==> config.mk <==
export PLATFORM = sky130hd
export DESIGN_NAME = swipr_policy_regs
export DESIGN_NICKNAME = d
export VERILOG_FILES = /design/src/swipr_pkg.sv /design/src/swipr_bcast_throttle.sv /design/src/swipr_policy_regs.sv /design/src/swipr_rate_table.sv
export SDC_FILE = /design/constraint.sdc
export NUM_CORES = 1
export LEC_CHECK = 0
export ABC_CLOCK_PERIOD_IN_PS = 7900
export BUFFER_PORTS_ARGS = -buffer_cell sky130_fd_sc_hd__buf_2
export CORE_UTILIZATION = 67
export DETAILED_ROUTE_END_ITERATION = 16
export PLACE_DENSITY = 0.9
export SKIP_CTS_REPAIR_TIMING = 1
export SYNTH_ARGS = -nofsm -noshare
export SYNTH_HDL_FRONTEND = slang
export SYNTH_SLANG_ARGS = --single-unit
==> constraint.sdc <==
create_clock -name clk -period 7.9 [get_ports clk]
set_input_delay 1.975 -clock clk [delete_from_list [all_inputs] [get_ports clk]]
set_output_delay 1.975 -clock clk [all_outputs]
set_load 0.005 [all_outputs]
==> src/swipr_pkg.sv <==
// Purpose: shared constants for the ingress policy register bank
// Assumes: register numbers are word indices on the switch register port
// Notes: all offsets, field positions, reset values and cycle counts live here
package swipr_pkg;

   // ---------------------------------------------------------------
   // register numbers
   // ---------------------------------------------------------------
   localparam logic [15:0] ADDR_TAG_FWD = 16'h1847;
   localparam logic [15:0] ADDR_BCAST = 16'h1848;
   localparam logic [15:0] ADDR_ADMIT = 16'h1849;
   localparam logic [15:0] ADDR_RATE_CFG = 16'h184a;
   localparam logic [15:0] ADDR_RATE_CMD = 16'h184b;
   localparam logic [15:0] ADDR_CMD_STS = 16'h184c;
   localparam logic [15:0] ADDR_WR_VAL = 16'h184d;
   localparam logic [15:0] ADDR_RD_VAL = 16'h184e;

   // ---------------------------------------------------------------
   // field layout
   // ---------------------------------------------------------------
   localparam int NUM_PORTS = 3;
   localparam int TAG_W = 6;
   localparam int TAG_FLD_W = 2;
   localparam logic [1:0] TAG_FWD_ON = 2'h3;
   localparam int BC_W = 27;
   localparam int BC_STRIDE = 9;
   localparam int BC_EN_OFS = 8;
   localparam int BC_LVL_W = 8;
   localparam int ADM_W = 3;
   localparam int CFG_W = 3;
   localparam int RATE_EN_BIT = 0;
   localparam int RATE_MODE_LSB = 1;
   localparam int CMD_W = 8;
   localparam int CMD_DIR_BIT = 7;
   localparam int CMD_TYPE_LSB = 5;
   localparam int CMD_ADDR_LSB = 0;
   localparam int TBL_W = 16;
   localparam int NUM_CIR = 24;

   localparam logic [1:0] MODE_PORT_PRI = 2'h0;
   localparam logic [1:0] MODE_PORT = 2'h1;
   localparam logic [1:0] MODE_PRI = 2'h2;
   localparam logic [1:0] MODE_RSVD = 2'h3;

   localparam logic [1:0] TYPE_RSVD = 2'h0;
   localparam logic [1:0] TYPE_CIR = 2'h1;
   localparam logic [1:0] TYPE_CBS = 2'h2;
   localparam logic [1:0] TYPE_EBS = 2'h3;

   // ---------------------------------------------------------------
   // reset values
   // ---------------------------------------------------------------
   localparam logic [TAG_W-1:0] RST_TAG = 6'h00;
   localparam logic [BC_W-1:0] RST_BCAST = 27'h0080402;
   localparam logic [ADM_W-1:0] RST_ADMIT = 3'h0;
   localparam logic [CFG_W-1:0] RST_CFG = 3'h0;
   localparam logic [CMD_W-1:0] RST_CMD = 8'h00;
   localparam logic [TBL_W-1:0] RST_CIR = 16'h0014;
   localparam logic [TBL_W-1:0] RST_BURST = 16'h0600;
   localparam logic [TBL_W-1:0] RST_WR_VAL = 16'h0000;

   // ---------------------------------------------------------------
   // broadcast throttle timing
   // ---------------------------------------------------------------
   localparam int BC_UNIT_SHIFT = 6;
   localparam int BC_CNT_W = 14;
   localparam int BC_TICK_W = 16;
   localparam real BC_INTERVAL_MS = 1.72;
   localparam real CLK_PERIOD_NS = 100.0;
   localparam int BC_INTERVAL_CYC = int'(BC_INTERVAL_MS * 1.0e6 / CLK_PERIOD_NS);

endpackage : swipr_pkg

==> src/swipr_bcast_throttle.sv <==
// Purpose: per-port broadcast byte budget over one throttle interval
// Assumes: bcastByte pulses once per received broadcast byte, same clock
// Notes: overLimit tells the datapath to drop further broadcast bytes
module swipr_bcast_throttle
   import swipr_pkg::*;
(
   input wire logic clk,
   input wire logic nrst,
   input wire logic enable,
   input wire logic [BC_LVL_W-1:0] level,
   input wire logic intervalTick,
   input wire logic bcastByte,
   output logic overLimit
);

   logic [BC_CNT_W-1:0] count_r;
   logic [BC_CNT_W-1:0] count_nxt;
   logic overLimit_r;
   logic overLimit_nxt;
   logic [BC_CNT_W-1:0] limit;

   // level counts units of 64 bytes
   assign limit = {level, {BC_UNIT_SHIFT{1'b0}}};

   always_comb begin
      count_nxt = count_r;
      if (intervalTick) begin
         count_nxt = '0;
      end else if (bcastByte && (count_r < limit)) begin
         count_nxt = count_r + 14'h0001;
      end
      // throttling only acts while the port's enable is set
      overLimit_nxt = enable && (count_nxt >= limit);
   end

   always_ff @(posedge clk) begin
      if (!nrst) begin
         count_r <= '0;
         overLimit_r <= 1'b0;
      end else begin
         count_r <= count_nxt;
         overLimit_r <= overLimit_nxt;
      end
   end

   assign overLimit = overLimit_r;
endmodule : swipr_bcast_throttle

==> src/swipr_policy_regs.sv <==
// Purpose: ingress policy registers of a three-port switch engine
// Assumes: switch register port gives one-cycle read and write strobes
// Notes: read data appears one cycle after regRdEn with regRdValid
//
// Function
// port type 11b turns on tag forwarding
// port type fields 5:4, 3:2, 1:0
// per-port throttle enable bits 26, 17, 8
// level times 64 bytes per 1.72 ms
// levels at 25:18, 16:9, 7:0; enables reset 0
// admit bit accepts non-member port packets
// admit exception needs an active VLAN
// rate mode picks meter indexing; 11 reserved
// rate enable bit turns metering on
// command write starts one table access
// software reads data after pending clears
// software loads write data before command
// pending flag high while access runs
// command bit 7: 1 read, 0 write
// type field selects rate, burst, excess
// five-bit address selects one of 24
// port-priority mode: port times eight plus priority
// port-only mode: entry equals port
// priority-only mode: entry equals priority
// software keeps addresses in valid range
// committed rate entries reset to 0014h
// burst entries reset to 0600h
// reserved bits read zero, writes ignored
module swipr_policy_regs
   import swipr_pkg::*;
#(
   parameter int BC_INTERVAL_CYCLES = BC_INTERVAL_CYC
)
(
   input wire logic clk,
   input wire logic nrst,
   input wire logic [15:0] regAddr,
   input wire logic regWrEn,
   input wire logic regRdEn,
   input wire logic [31:0] regWrData,
   output logic [31:0] regRdData,
   output logic regRdValid,
   input wire logic pktValid,
   input wire logic [1:0] pktPort,
   input wire logic [2:0] pktPri,
   input wire logic pktPortMember,
   input wire logic pktVlanActive,
   input wire logic [NUM_PORTS-1:0] bcastByte,
   output logic [NUM_PORTS-1:0] tagForwardOn,
   output logic [NUM_PORTS-1:0] bcastDrop,
   output logic admitOk,
   output logic admitValid,
   output logic meteringOn,
   output logic [1:0] rateMode,
   output logic meterValid,
   output logic [4:0] meterIdx,
   output logic [TBL_W-1:0] meterCir,
   output logic [TBL_W-1:0] committedBurst,
   output logic [TBL_W-1:0] excessBurst
);

   // ---------------------------------------------------------------
   // register state
   // ---------------------------------------------------------------
   logic [TAG_W-1:0] tagType_r, tagType_nxt;
   logic [BC_W-1:0] bcast_r, bcast_nxt;
   logic [ADM_W-1:0] admit_r, admit_nxt;
   logic [CFG_W-1:0] rateCfg_r, rateCfg_nxt;
   logic [CMD_W-1:0] cmd_r, cmd_nxt;
   logic [TBL_W-1:0] wrVal_r, wrVal_nxt;
   logic [31:0] rdData_r, rdData_nxt;
   logic rdValid_r, rdValid_nxt;

   logic tblPending;
   logic [TBL_W-1:0] tblRdValue;
   logic [TBL_W-1:0] lookCir;
   logic cmdStart;
   logic intervalTick;

   // a command written while one is still running is dropped whole,
   // so the running access never sees its fields change underneath it
   assign cmdStart = regWrEn && (regAddr == ADDR_RATE_CMD) && !tblPending;

   always_comb begin
      tagType_nxt = tagType_r;
      bcast_nxt = bcast_r;
      admit_nxt = admit_r;
      rateCfg_nxt = rateCfg_r;
      cmd_nxt = cmd_r;
      wrVal_nxt = wrVal_r;
      if (regWrEn) begin
         // only defined bits are kept; reserved bits are dropped
         case (regAddr)
            ADDR_TAG_FWD: tagType_nxt = regWrData[TAG_W-1:0];
            ADDR_BCAST: bcast_nxt = regWrData[BC_W-1:0];
            ADDR_ADMIT: admit_nxt = regWrData[ADM_W-1:0];
            ADDR_RATE_CFG: rateCfg_nxt = regWrData[CFG_W-1:0];
            ADDR_RATE_CMD: begin
               if (cmdStart) begin
                  cmd_nxt = regWrData[CMD_W-1:0];
               end
            end
            ADDR_WR_VAL: wrVal_nxt = regWrData[TBL_W-1:0];
            default: ;
         endcase
      end
   end

   always_ff @(posedge clk) begin
      if (!nrst) begin
         tagType_r <= RST_TAG;
         bcast_r <= RST_BCAST;
         admit_r <= RST_ADMIT;
         rateCfg_r <= RST_CFG;
         cmd_r <= RST_CMD;
         wrVal_r <= RST_WR_VAL;
      end else begin
         tagType_r <= tagType_nxt;
         bcast_r <= bcast_nxt;
         admit_r <= admit_nxt;
         rateCfg_r <= rateCfg_nxt;
         cmd_r <= cmd_nxt;
         wrVal_r <= wrVal_nxt;
      end
   end

   // ---------------------------------------------------------------
   // register read
   // ---------------------------------------------------------------
   always_comb begin
      rdData_nxt = rdData_r;
      rdValid_nxt = regRdEn;
      if (regRdEn) begin
         rdData_nxt = 32'h00000000;
         case (regAddr)
            ADDR_TAG_FWD: rdData_nxt[TAG_W-1:0] = tagType_r;
            ADDR_BCAST: rdData_nxt[BC_W-1:0] = bcast_r;
            ADDR_ADMIT: rdData_nxt[ADM_W-1:0] = admit_r;
            ADDR_RATE_CFG: rdData_nxt[CFG_W-1:0] = rateCfg_r;
            ADDR_RATE_CMD: rdData_nxt[CMD_W-1:0] = cmd_r;
            ADDR_CMD_STS: rdData_nxt[0] = tblPending;
            ADDR_WR_VAL: rdData_nxt[TBL_W-1:0] = wrVal_r;
            ADDR_RD_VAL: rdData_nxt[TBL_W-1:0] = tblRdValue;
            default: ;
         endcase
      end
   end

   always_ff @(posedge clk) begin
      if (!nrst) begin
         rdData_r <= 32'h00000000;
         rdValid_r <= 1'b0;
      end else begin
         rdData_r <= rdData_nxt;
         rdValid_r <= rdValid_nxt;
      end
   end

   assign regRdData = rdData_r;
   assign regRdValid = rdValid_r;

   // ---------------------------------------------------------------
   // metering table
   // ---------------------------------------------------------------
   logic [4:0] lookIdx;

   always_comb begin
      // out-of-range priority entries are software's responsibility
      case (rateCfg_r[RATE_MODE_LSB +: 2])
         MODE_PORT_PRI: lookIdx = {pktPort, pktPri};
         MODE_PORT: lookIdx = {3'h0, pktPort};
         MODE_PRI: lookIdx = {2'h0, pktPri};
         default: lookIdx = 5'h00;
      endcase
   end

   swipr_rate_table u_table (
      .clk(clk),
      .nrst(nrst),
      .start(cmdStart),
      .dirRead(regWrData[CMD_DIR_BIT]),
      .tblType(regWrData[CMD_TYPE_LSB +: 2]),
      .tblAddr(regWrData[CMD_ADDR_LSB +: 5]),
      .wrValue(wrVal_r),
      .lookIdx(lookIdx),
      .pending(tblPending),
      .rdValue(tblRdValue),
      .lookCir(lookCir),
      .cbs(committedBurst),
      .ebs(excessBurst)
   );

   logic meterOn_r, meterOn_nxt;
   logic [1:0] mode_r, mode_nxt;
   logic meterValid_r, meterValid_nxt;
   logic [4:0] meterIdx_r, meterIdx_nxt;
   logic [TBL_W-1:0] meterCir_r, meterCir_nxt;

   always_comb begin
      meterOn_nxt = rateCfg_r[RATE_EN_BIT];
      mode_nxt = rateCfg_r[RATE_MODE_LSB +: 2];
      meterValid_nxt = pktValid && rateCfg_r[RATE_EN_BIT] && (rateCfg_r[RATE_MODE_LSB +: 2] != MODE_RSVD);
      meterIdx_nxt = meterIdx_r;
      meterCir_nxt = meterCir_r;
      if (pktValid) begin
         meterIdx_nxt = lookIdx;
         meterCir_nxt = lookCir;
      end
   end

   always_ff @(posedge clk) begin
      if (!nrst) begin
         meterOn_r <= 1'b0;
         mode_r <= MODE_PORT_PRI;
         meterValid_r <= 1'b0;
         meterIdx_r <= 5'h00;
         meterCir_r <= RST_CIR;
      end else begin
         meterOn_r <= meterOn_nxt;
         mode_r <= mode_nxt;
         meterValid_r <= meterValid_nxt;
         meterIdx_r <= meterIdx_nxt;
         meterCir_r <= meterCir_nxt;
      end
   end

   assign meteringOn = meterOn_r;
   assign rateMode = mode_r;
   assign meterValid = meterValid_r;
   assign meterIdx = meterIdx_r;
   assign meterCir = meterCir_r;

   // ---------------------------------------------------------------
   // admission and tag forwarding
   // ---------------------------------------------------------------
   logic admitOk_r, admitOk_nxt;
   logic admitValid_r, admitValid_nxt;
   logic [NUM_PORTS-1:0] tagFwd_r, tagFwd_nxt;
   logic portAdmit;

   assign portAdmit = (pktPort < 2'(NUM_PORTS)) ? admit_r[pktPort] : 1'b0;

   always_comb begin
      admitValid_nxt = pktValid;
      admitOk_nxt = pktValid && pktVlanActive && (pktPortMember || portAdmit);
   end

   for (genvar p = 0; p < NUM_PORTS; p++) begin : g_port
      assign tagFwd_nxt[p] = (tagType_r[TAG_FLD_W*p +: TAG_FLD_W] == TAG_FWD_ON);

      swipr_bcast_throttle u_throttle (
         .clk(clk),
         .nrst(nrst),
         .enable(bcast_r[BC_STRIDE*p + BC_EN_OFS]),
         .level(bcast_r[BC_STRIDE*p +: BC_LVL_W]),
         .intervalTick(intervalTick),
         .bcastByte(bcastByte[p]),
         .overLimit(bcastDrop[p])
      );
   end

   always_ff @(posedge clk) begin
      if (!nrst) begin
         admitOk_r <= 1'b0;
         admitValid_r <= 1'b0;
         tagFwd_r <= '0;
      end else begin
         admitOk_r <= admitOk_nxt;
         admitValid_r <= admitValid_nxt;
         tagFwd_r <= tagFwd_nxt;
      end
   end

   assign admitOk = admitOk_r;
   assign admitValid = admitValid_r;
   assign tagForwardOn = tagFwd_r;

   // ---------------------------------------------------------------
   // throttle interval timer
   // ---------------------------------------------------------------
   logic [BC_TICK_W-1:0] tickCnt_r, tickCnt_nxt;

   // one shared timer keeps every port's interval aligned
   assign intervalTick = (tickCnt_r == BC_TICK_W'(BC_INTERVAL_CYCLES - 1));

   always_comb begin
      tickCnt_nxt = intervalTick ? '0 : tickCnt_r + 16'h0001;
   end

   always_ff @(posedge clk) begin
      if (!nrst) begin
         tickCnt_r <= '0;
      end else begin
         tickCnt_r <= tickCnt_nxt;
      end
   end
endmodule : swipr_policy_regs

==> src/swipr_rate_table.sv <==
// Purpose: metering table (24 committed rate entries, two burst sizes)
// Assumes: start only arrives while pending is low
// Notes: every access takes one cycle in the access state
module swipr_rate_table
   import swipr_pkg::*;
(
   input wire logic clk,
   input wire logic nrst,
   input wire logic start,
   input wire logic dirRead,
   input wire logic [1:0] tblType,
   input wire logic [4:0] tblAddr,
   input wire logic [TBL_W-1:0] wrValue,
   input wire logic [4:0] lookIdx,
   output logic pending,
   output logic [TBL_W-1:0] rdValue,
   output logic [TBL_W-1:0] lookCir,
   output logic [TBL_W-1:0] cbs,
   output logic [TBL_W-1:0] ebs
);

   typedef enum logic {TBL_IDLE, TBL_ACCESS} swipr_tbl_state_t;

   swipr_tbl_state_t state_r;
   swipr_tbl_state_t state_nxt;
   logic dir_r, dir_nxt;
   logic [1:0] type_r, type_nxt;
   logic [4:0] addr_r, addr_nxt;
   logic [TBL_W-1:0] val_r, val_nxt;
   logic [TBL_W-1:0] rd_r, rd_nxt;
   logic [TBL_W-1:0] cbs_r, cbs_nxt;
   logic [TBL_W-1:0] ebs_r, ebs_nxt;
   logic [TBL_W-1:0] cir_r [NUM_CIR];
   logic wrCir;
   logic [TBL_W-1:0] cirAtAddr;

   // out-of-range committed rate addresses read zero and write nothing
   assign cirAtAddr = (addr_r < 5'(NUM_CIR)) ? cir_r[addr_r] : '0;
   assign lookCir = (lookIdx < 5'(NUM_CIR)) ? cir_r[lookIdx] : '0;
   assign wrCir = (state_r == TBL_ACCESS) && !dir_r && (type_r == TYPE_CIR);

   always_comb begin
      state_nxt = state_r;
      dir_nxt = dir_r;
      type_nxt = type_r;
      addr_nxt = addr_r;
      val_nxt = val_r;
      rd_nxt = rd_r;
      cbs_nxt = cbs_r;
      ebs_nxt = ebs_r;
      case (state_r)
         TBL_IDLE: begin
            if (start) begin
               state_nxt = TBL_ACCESS;
               dir_nxt = dirRead;
               type_nxt = tblType;
               addr_nxt = tblAddr;
               val_nxt = wrValue;
            end
         end
         TBL_ACCESS: begin
            state_nxt = TBL_IDLE;
            if (dir_r) begin
               case (type_r)
                  TYPE_CIR: rd_nxt = cirAtAddr;
                  TYPE_CBS: rd_nxt = cbs_r;
                  TYPE_EBS: rd_nxt = ebs_r;
                  default: rd_nxt = '0;
               endcase
            end else begin
               case (type_r)
                  TYPE_CBS: cbs_nxt = val_r;
                  TYPE_EBS: ebs_nxt = val_r;
                  default: ;
               endcase
            end
         end
         default: state_nxt = TBL_IDLE;
      endcase
   end

   always_ff @(posedge clk) begin
      if (!nrst) begin
         state_r <= TBL_IDLE;
         dir_r <= 1'b0;
         type_r <= TYPE_RSVD;
         addr_r <= '0;
         val_r <= '0;
         rd_r <= '0;
         cbs_r <= RST_BURST;
         ebs_r <= RST_BURST;
      end else begin
         state_r <= state_nxt;
         dir_r <= dir_nxt;
         type_r <= type_nxt;
         addr_r <= addr_nxt;
         val_r <= val_nxt;
         rd_r <= rd_nxt;
         cbs_r <= cbs_nxt;
         ebs_r <= ebs_nxt;
      end
   end

   // ---------------------------------------------------------------
   // committed rate entries
   // ---------------------------------------------------------------
   for (genvar i = 0; i < NUM_CIR; i++) begin : g_cir
      logic [TBL_W-1:0] cirNxt;
      always_comb begin
         cirNxt = cir_r[i];
         if (wrCir && (addr_r == 5'(i))) begin
            cirNxt = val_r;
         end
      end
      always_ff @(posedge clk) begin
         if (!nrst) begin
            cir_r[i] <= RST_CIR;
         end else begin
            cir_r[i] <= cirNxt;
         end
      end
   end

   assign pending = (state_r == TBL_ACCESS);
   assign rdValue = rd_r;
   assign cbs = cbs_r;
   assign ebs = ebs_r;
endmodule : swipr_rate_table

-- Word-level counts from Yosys, hierarchy flattened
Memories as Yosys holds them, arrays and structs flattened. A register that Yosys moved wholly into a read port is not among the register bits.
Cells that the tools add are included.
- add/sub/neg operators: 4
- shifts and indexed selects: 0
- magnitude comparators: 10
- reductions and logical operators: 78
- bitwise gates (word level): 27
- equality and inequality tests: 65
- mux-type cells: 73
- multiply operators: 0
- div/mod/pow operators: 0
- operator list (operator ; count):
    $mux W16 ; 50
    $eq A16 B13 Y1 const B ; 8
    $mux W14 ; 6
    $reduce_and A2 Y1 ; 31
    $pmux W16 S3 ; 1
    $add A14 B1 Y14 const B ; 3
    $ge A14 B14 Y1 ; 3
    $lt A14 B14 Y1 ; 3
    $eq A5 B4 Y1 const B ; 8
    $eq A5 B5 Y1 const B ; 8
    $logic_and A1 B1 Y1 ; 38
    $ne A1 B1 Y1 const B ; 24
    $or A1 B1 Y1 ; 24
    $pmux W8 S3 ; 1
    $eq A5 B3 Y1 const B ; 4
    $add A16 B1 Y16 const B ; 1
    $eq A16 B15 Y1 const B ; 1
    $pmux W3 S5 ; 1
    $pmux W5 S3 ; 1
    $pmux W2 S7 ; 1
    $eq A2 B2 Y1 const B ; 6
    $mux W11 ; 1
    $eq A5 B2 Y1 const B ; 2
    $lt A5 B5 Y1 const B ; 2
    18 further kinds ; 29
- RAM bits: 384
- output and inout bits: 98
- memories: 1
- bits in read-only memories: 0
- latch bits: 0
- bits in registers: 255
- memory list (memory ; words ; width ; read ports ; clocked after memory_dff ; write ports ; RTL line ; source):
    u_table.cir_r ; 24 ; 16 ; 2 ; 1 ; 24 ; swipr_rate_table.sv:33 ; logic [TBL_W-1:0] cir_r [NUM_CIR];

-- Depth between registers and ports, before layout
- depth after elaboration: 7
- gate-level depth with buffers: 18
- gate-level depth less buffers: 17

-- By module
A second synthesis with hierarchy kept.
- cell total of the unflattened synthesis: 2815
- area, all modules: 33024.2 µm²
- by module, submodules not included (module ; times used ; cells each ; seq. area each (µm²) ; area an instance (µm²)):
    swipr_rate_table ; 1 ; 1744 ; 13092.6 ; 23710.2
    swipr_policy_regs ; 1 ; 642 ; 2742.6 ; 5768.0
    swipr_bcast_throttle (g_port[0].u_throttle ...) ; 2 ; 140 ; 300.3 ; 1173.6
    swipr_bcast_throttle (g_port[2].u_throttle) ; 1 ; 149 ; 300.3 ; 1198.6

-- Least setup slack after synthesis
No wires, ideal clock.
- kind: input to register
- start point: in bcastByte[2]
- end point: reg g_port[2].u_throttle.overLimit_r
- data arrival time: 4.245 ns
- data required time: 7.784 ns
- slack: 3.539 ns
- stages on the path: 15
- cells stage by stage: inv_1 > a211oi_1 > o31ai_1 > clkbuf_1 > nor3_1 > xnor2_1 > nor2_1 > ha_1 > nor2b_1 > o21a_1 > o21ai_0 > a211oi_1 > a211oi_1 > o22ai_1 > a41o_1
- cells in the longest elaborated chain, start to end: 5
- RTL lines (what ; RTL line ; source):
    start: declaration ; swipr_policy_regs.sv:48 ; input wire logic [NUM_PORTS-1:0] bcastByte,
    $logic_and A1 B1 Y1 ; swipr_bcast_throttle.sv:29 ; end else if (bcastByte && (count_r < limit)) begin
    $mux W14 ; swipr_bcast_throttle.sv:29 ;
    $mux W14 ; swipr_bcast_throttle.sv:27 ; if (intervalTick) begin
    named net g_port[2].u_throttle.count_nxt[7] ; swipr_bcast_throttle.sv:17 ; logic [BC_CNT_W-1:0] count_nxt;
    $ge A14 B14 Y1 ; swipr_bcast_throttle.sv:33 ; overLimit_nxt = enable && (count_nxt >= limit);
    $logic_and A1 B1 Y1 ; swipr_bcast_throttle.sv:33 ;
    end signal: assignment ; swipr_bcast_throttle.sv:42 ; overLimit_r <= overLimit_nxt;
    end: declaration ; swipr_bcast_throttle.sv:18 ; logic overLimit_r;
The timed path passes the listed nets, and every way through them passes these cells.
A chain may end at the register's enable or synchronous reset.

-- Worst setup path in the final report
- start point: in bcastByte[0]
- end point: reg g_port[0].u_throttle.overLimit_r
- cells in the longest elaborated chain, start to end: 5
- RTL lines (what ; RTL line):
    $logic_and A1 B1 Y1 ; swipr_bcast_throttle.sv:29
    $mux W14 ; swipr_bcast_throttle.sv:29
    $mux W14 ; swipr_bcast_throttle.sv:27
    named net g_port[0].u_throttle.count_nxt[12] ; swipr_bcast_throttle.sv:17
    $ge A14 B14 Y1 ; swipr_bcast_throttle.sv:33
    $logic_and A1 B1 Y1 ; swipr_bcast_throttle.sv:33
    end signal: assignment ; swipr_bcast_throttle.sv:42
    end: declaration ; swipr_bcast_throttle.sv:18
The timed path passes the listed nets, and every way through them passes these cells.

==> flow_summary.ini <==
[setup_path]
cell_with_the_biggest_individual_delay_on_the_critical_path = or4_1
data_required_time_of_the_worst_path_ns = 8.44
cpLargestDelayFamily = simple AND/OR/NAND/NOR gates
worst-path-max-fanout = 12
worst_path_buf_inv = 3
worst_path_largest_cell_delay_ns = 0.56
path_cells = buf_2, inv_1, a211oi_1, o311ai_1, buf_4, or4_1, nor2_1, xnor2_1, nor2_1, ha_1, nand3_1, nor4_1, o31ai_1, o32ai_1
end_kind = flop
worst_path_arrival_time_ns = 4.84
critPathKind = input port to flop
worst_path_most_repeated_cell = nor2_1
critPathLaunchType = input port

[cells_and_area]
antennaDiodeCount = 0
layout.cells.most_common_list = 427 x nand2_1, 384 x edfxtp_1, 359 x and2_1, 257 x dfxtp_1, 149 x buf_2
layout_commonest_cell = nand2_1
nNetsFinal = 3171
layout_cells_sized_above_1_pct = 14.85
syn_to_final_growth_pct = 9.383

[placement]
routabilityCongestion = 1.011
number_of_buffers_inserted_by_port_buffering = 150
placement.setup.worst_slack_ns = 2.974
detailed_place_hpwl_um = 64350

[synthesis]
netlist_instances = 3025
postSynth.topFlopCell = edfxtp_1
ys_types = 83
synth-async-reset-ratio_pct = 0
synth.avg_cell_area_sq_um = 10.81
yosysSeqAreaShare_pct = 51.16
synthDominantAreaCellType = edfxtp_1
post-synth-top-area-fraction_pct = 35.25
postSynthRegisterBits = 644
synth.top_cells.by_area = edfxtp_1 35%, dfxtp_1 16%, mux4_2 7.1%
synth-edff-count = 384
yosys_warns = 0
post_synth_instance_area_sq_mm = 0.03271

[timing]
totalNegativeSetupSlack_ns = 0
fin_skew_ns = 0.04022
max_fclk_mhz = 232.4
maxSlewViolCount = 0
grt_setup_unrepaired = false
final_critical_path_setup_slack_ns = 3.596
report.final.setup_viol = 0
final.period_utilization_pct = 54.48
worst_margin_pin_slew_ns = 1.483
finalHoldViolCount = 0
final.min_clock_period_ns = 4.304
timing.slew.headroom_pct = 0.9786
worst_hold_slack_ns = 0.4424

[global_routing]
total_congestion_overflow = 0
grt_max_degree = 128
global_route.usage.total_pct = 39.68
grt_pass1_wl_um = 147900
first_global_vias = 25680
grt_antenna_before_repair = 3

[cts]
clock_tree.root_cell = clkbuf_16
clock_buffers_created_by_tritoncts = 61
cts.reportedPaths.clkPinSlew_ns = 0.06
clock_sink_count = 644
clock_latency_ns = 0.67
cts_max_path_buffers = 3
htree_levels = 2
cts_tree = yes

[die]
placeable_core_region_sq_mm = 0.04795
initial_utilization_pct = 68.23
ios = 161
design.die.area_sq_mm = 0.04971
die-width_um = 223.0
core.rowCount = 80
chipHeight_um = 223.0

[drt]
vias_per_cell = 7.020
drt-total-wl_um = 100300
wl_cell_um = 26.91
post-route-drc-count = 0
drt_first_pass_iters = 12
drt_iter0_markers = 4068
num_vias = 26160
drtAntennaViolNets = 0

[worst_hold_path]
worstHoldPathType = flop to flop

[job]
maxCapViolCount = 0

[power_and_ir_drop]
power-per-cell-area_mw_per_mm2 = 199.4
max-vdd-ir-drop_uv = 190.8
leakage_nw = 12.64

[outcome]
run_status = completed
area by class of cell:
class,instances,area (sq um)
Multi-Input combinational cell,2103,14860
Tap cell,615,769.5
Clock inverter,33,355.3
Clock buffer,83,1690
Timing Repair Buffer,207,1206
Fill cell,3005,12170
Sequential cell,644,16740
Inverter,42,157.7
power breakdown:
| group | internal (mW) | leakage (nW) | switching [mW] | total (mW) |
|---|---|---|---|---|
| clock | 1.70 | 1.01 | 1.31 | 3.01 |
| combinational | 0.152 | 6.01 | 0.252 | 0.404 |
| sequential | 3.65 | 5.61 | 0.0675 | 3.72 |
cell usage after synthesis, types with 19 or more instances:
cell / n
a211oi_1: 26
a21boi_0: 97
a21boi_1: 23
a21oi_1: 47
a221oi_1: 28
and2_1: 359
buf_2: 38
buf_4: 25
clkbuf_1: 165
dfxtp_1: 260
edfxtp_1: 384
ha_1: 49
inv_1: 40
mux2_2: 19
mux2i_1: 138
mux4_2: 103
nand2_1: 428
nand3_1: 107
nand4_1: 39
nor2_1: 148
nor2b_1: 31
nor3_1: 26
o21ai_0: 83
o22ai_1: 35
or3_1: 49
xnor2_1: 24
xor2_1: 30
worst reg2reg max path: cells and delay by family (launching register included):
kind,cells,cell delay (ns)
and+or+nand+nor,2,0.55
buffers and inverters,1,0.60
DFF,1,0.92
AOI/OAI and AO/OA,5,1.88
flip-flops by register name, indices dropped and copies added (netlist names), 3 cells and up, named ones only:
register / flops
g_port.u_throttle.overLimit: 3
tagType_r: 6
bcast_r: 27
meterCir: 16
wrVal_r: 16
g_port.u_throttle.count_r: 42
admit_r: 3
u_table.rdValue: 16
tagForwardOn: 3
cmd_r: 8
u_table.addr_r: 5
rateCfg_r: 3
regRdData: 27
tickCnt_r: 16
u_table.cir_r: 384
u_table.ebs: 16
meterIdx: 5
u_table.cbs: 16
u_table.val_r: 16
kinds of logic (layout without fill, tap and decap cells):
kind of cell / count (synthesis) / count (layout) / share of synthesized area [%]
AOI/OAI and AO/OA: 463 / 463 / 9.945
xor gates and xnor gates: 54 / 54 / 1.446
adders and majority gates: 49 / 49 / 1.874
buffers and inverters: 282 / 365 / 3.806
DFF: 644 / 644 / 51.16
muxes: 260 / 260 / 11.97
other: 1 / 5 / 0.01146
and+or+nand+nor: 1272 / 1272 / 19.79
worst paths after layout:
kind | start | end | slack, ns | depth (start not counted)
setup / recovery | bcastByte[0] | g_port[0].u_throttle.overLimit | 3.60 | 14
hold / removal | tickCnt_r[0] | tickCnt_r[0] | 0.44 | 1
setup reg to reg | flop | u_table.rdValue[13] | 3.83 | 8
hold reg to reg | tickCnt_r[0] | tickCnt_r[0] | 0.44 | 1
per-stage QoR:
step                      cells  total power, mW  cell area, sq um  utilization, %
after floorplan            3029            4.013             32730               -
after global placement     3611            4.145             33730           70.36
after detailed placement   3611            4.170             33730           70.36
after CTS                  3727            7.104             35780           74.63
after global routing       3727            7.260             35780           74.63
final                      3727            7.134             35780           74.63
layer usage:
| layer | vias to the layer above | routed length [um] | global-route usage [%] |
|---|---|---|---|
| met5 | - | 23 | 0 |
| met4 | 4 | 7583 | 27.12 |
| met3 | 544 | 14180 | 11.14 |
| met2 | 2130 | 45670 | 62.52 |
| met1 | 12460 | 32820 | 47.56 |
| li1 | 11030 | - | - |
No activity file was read; power rests on OpenSTA's default activity.
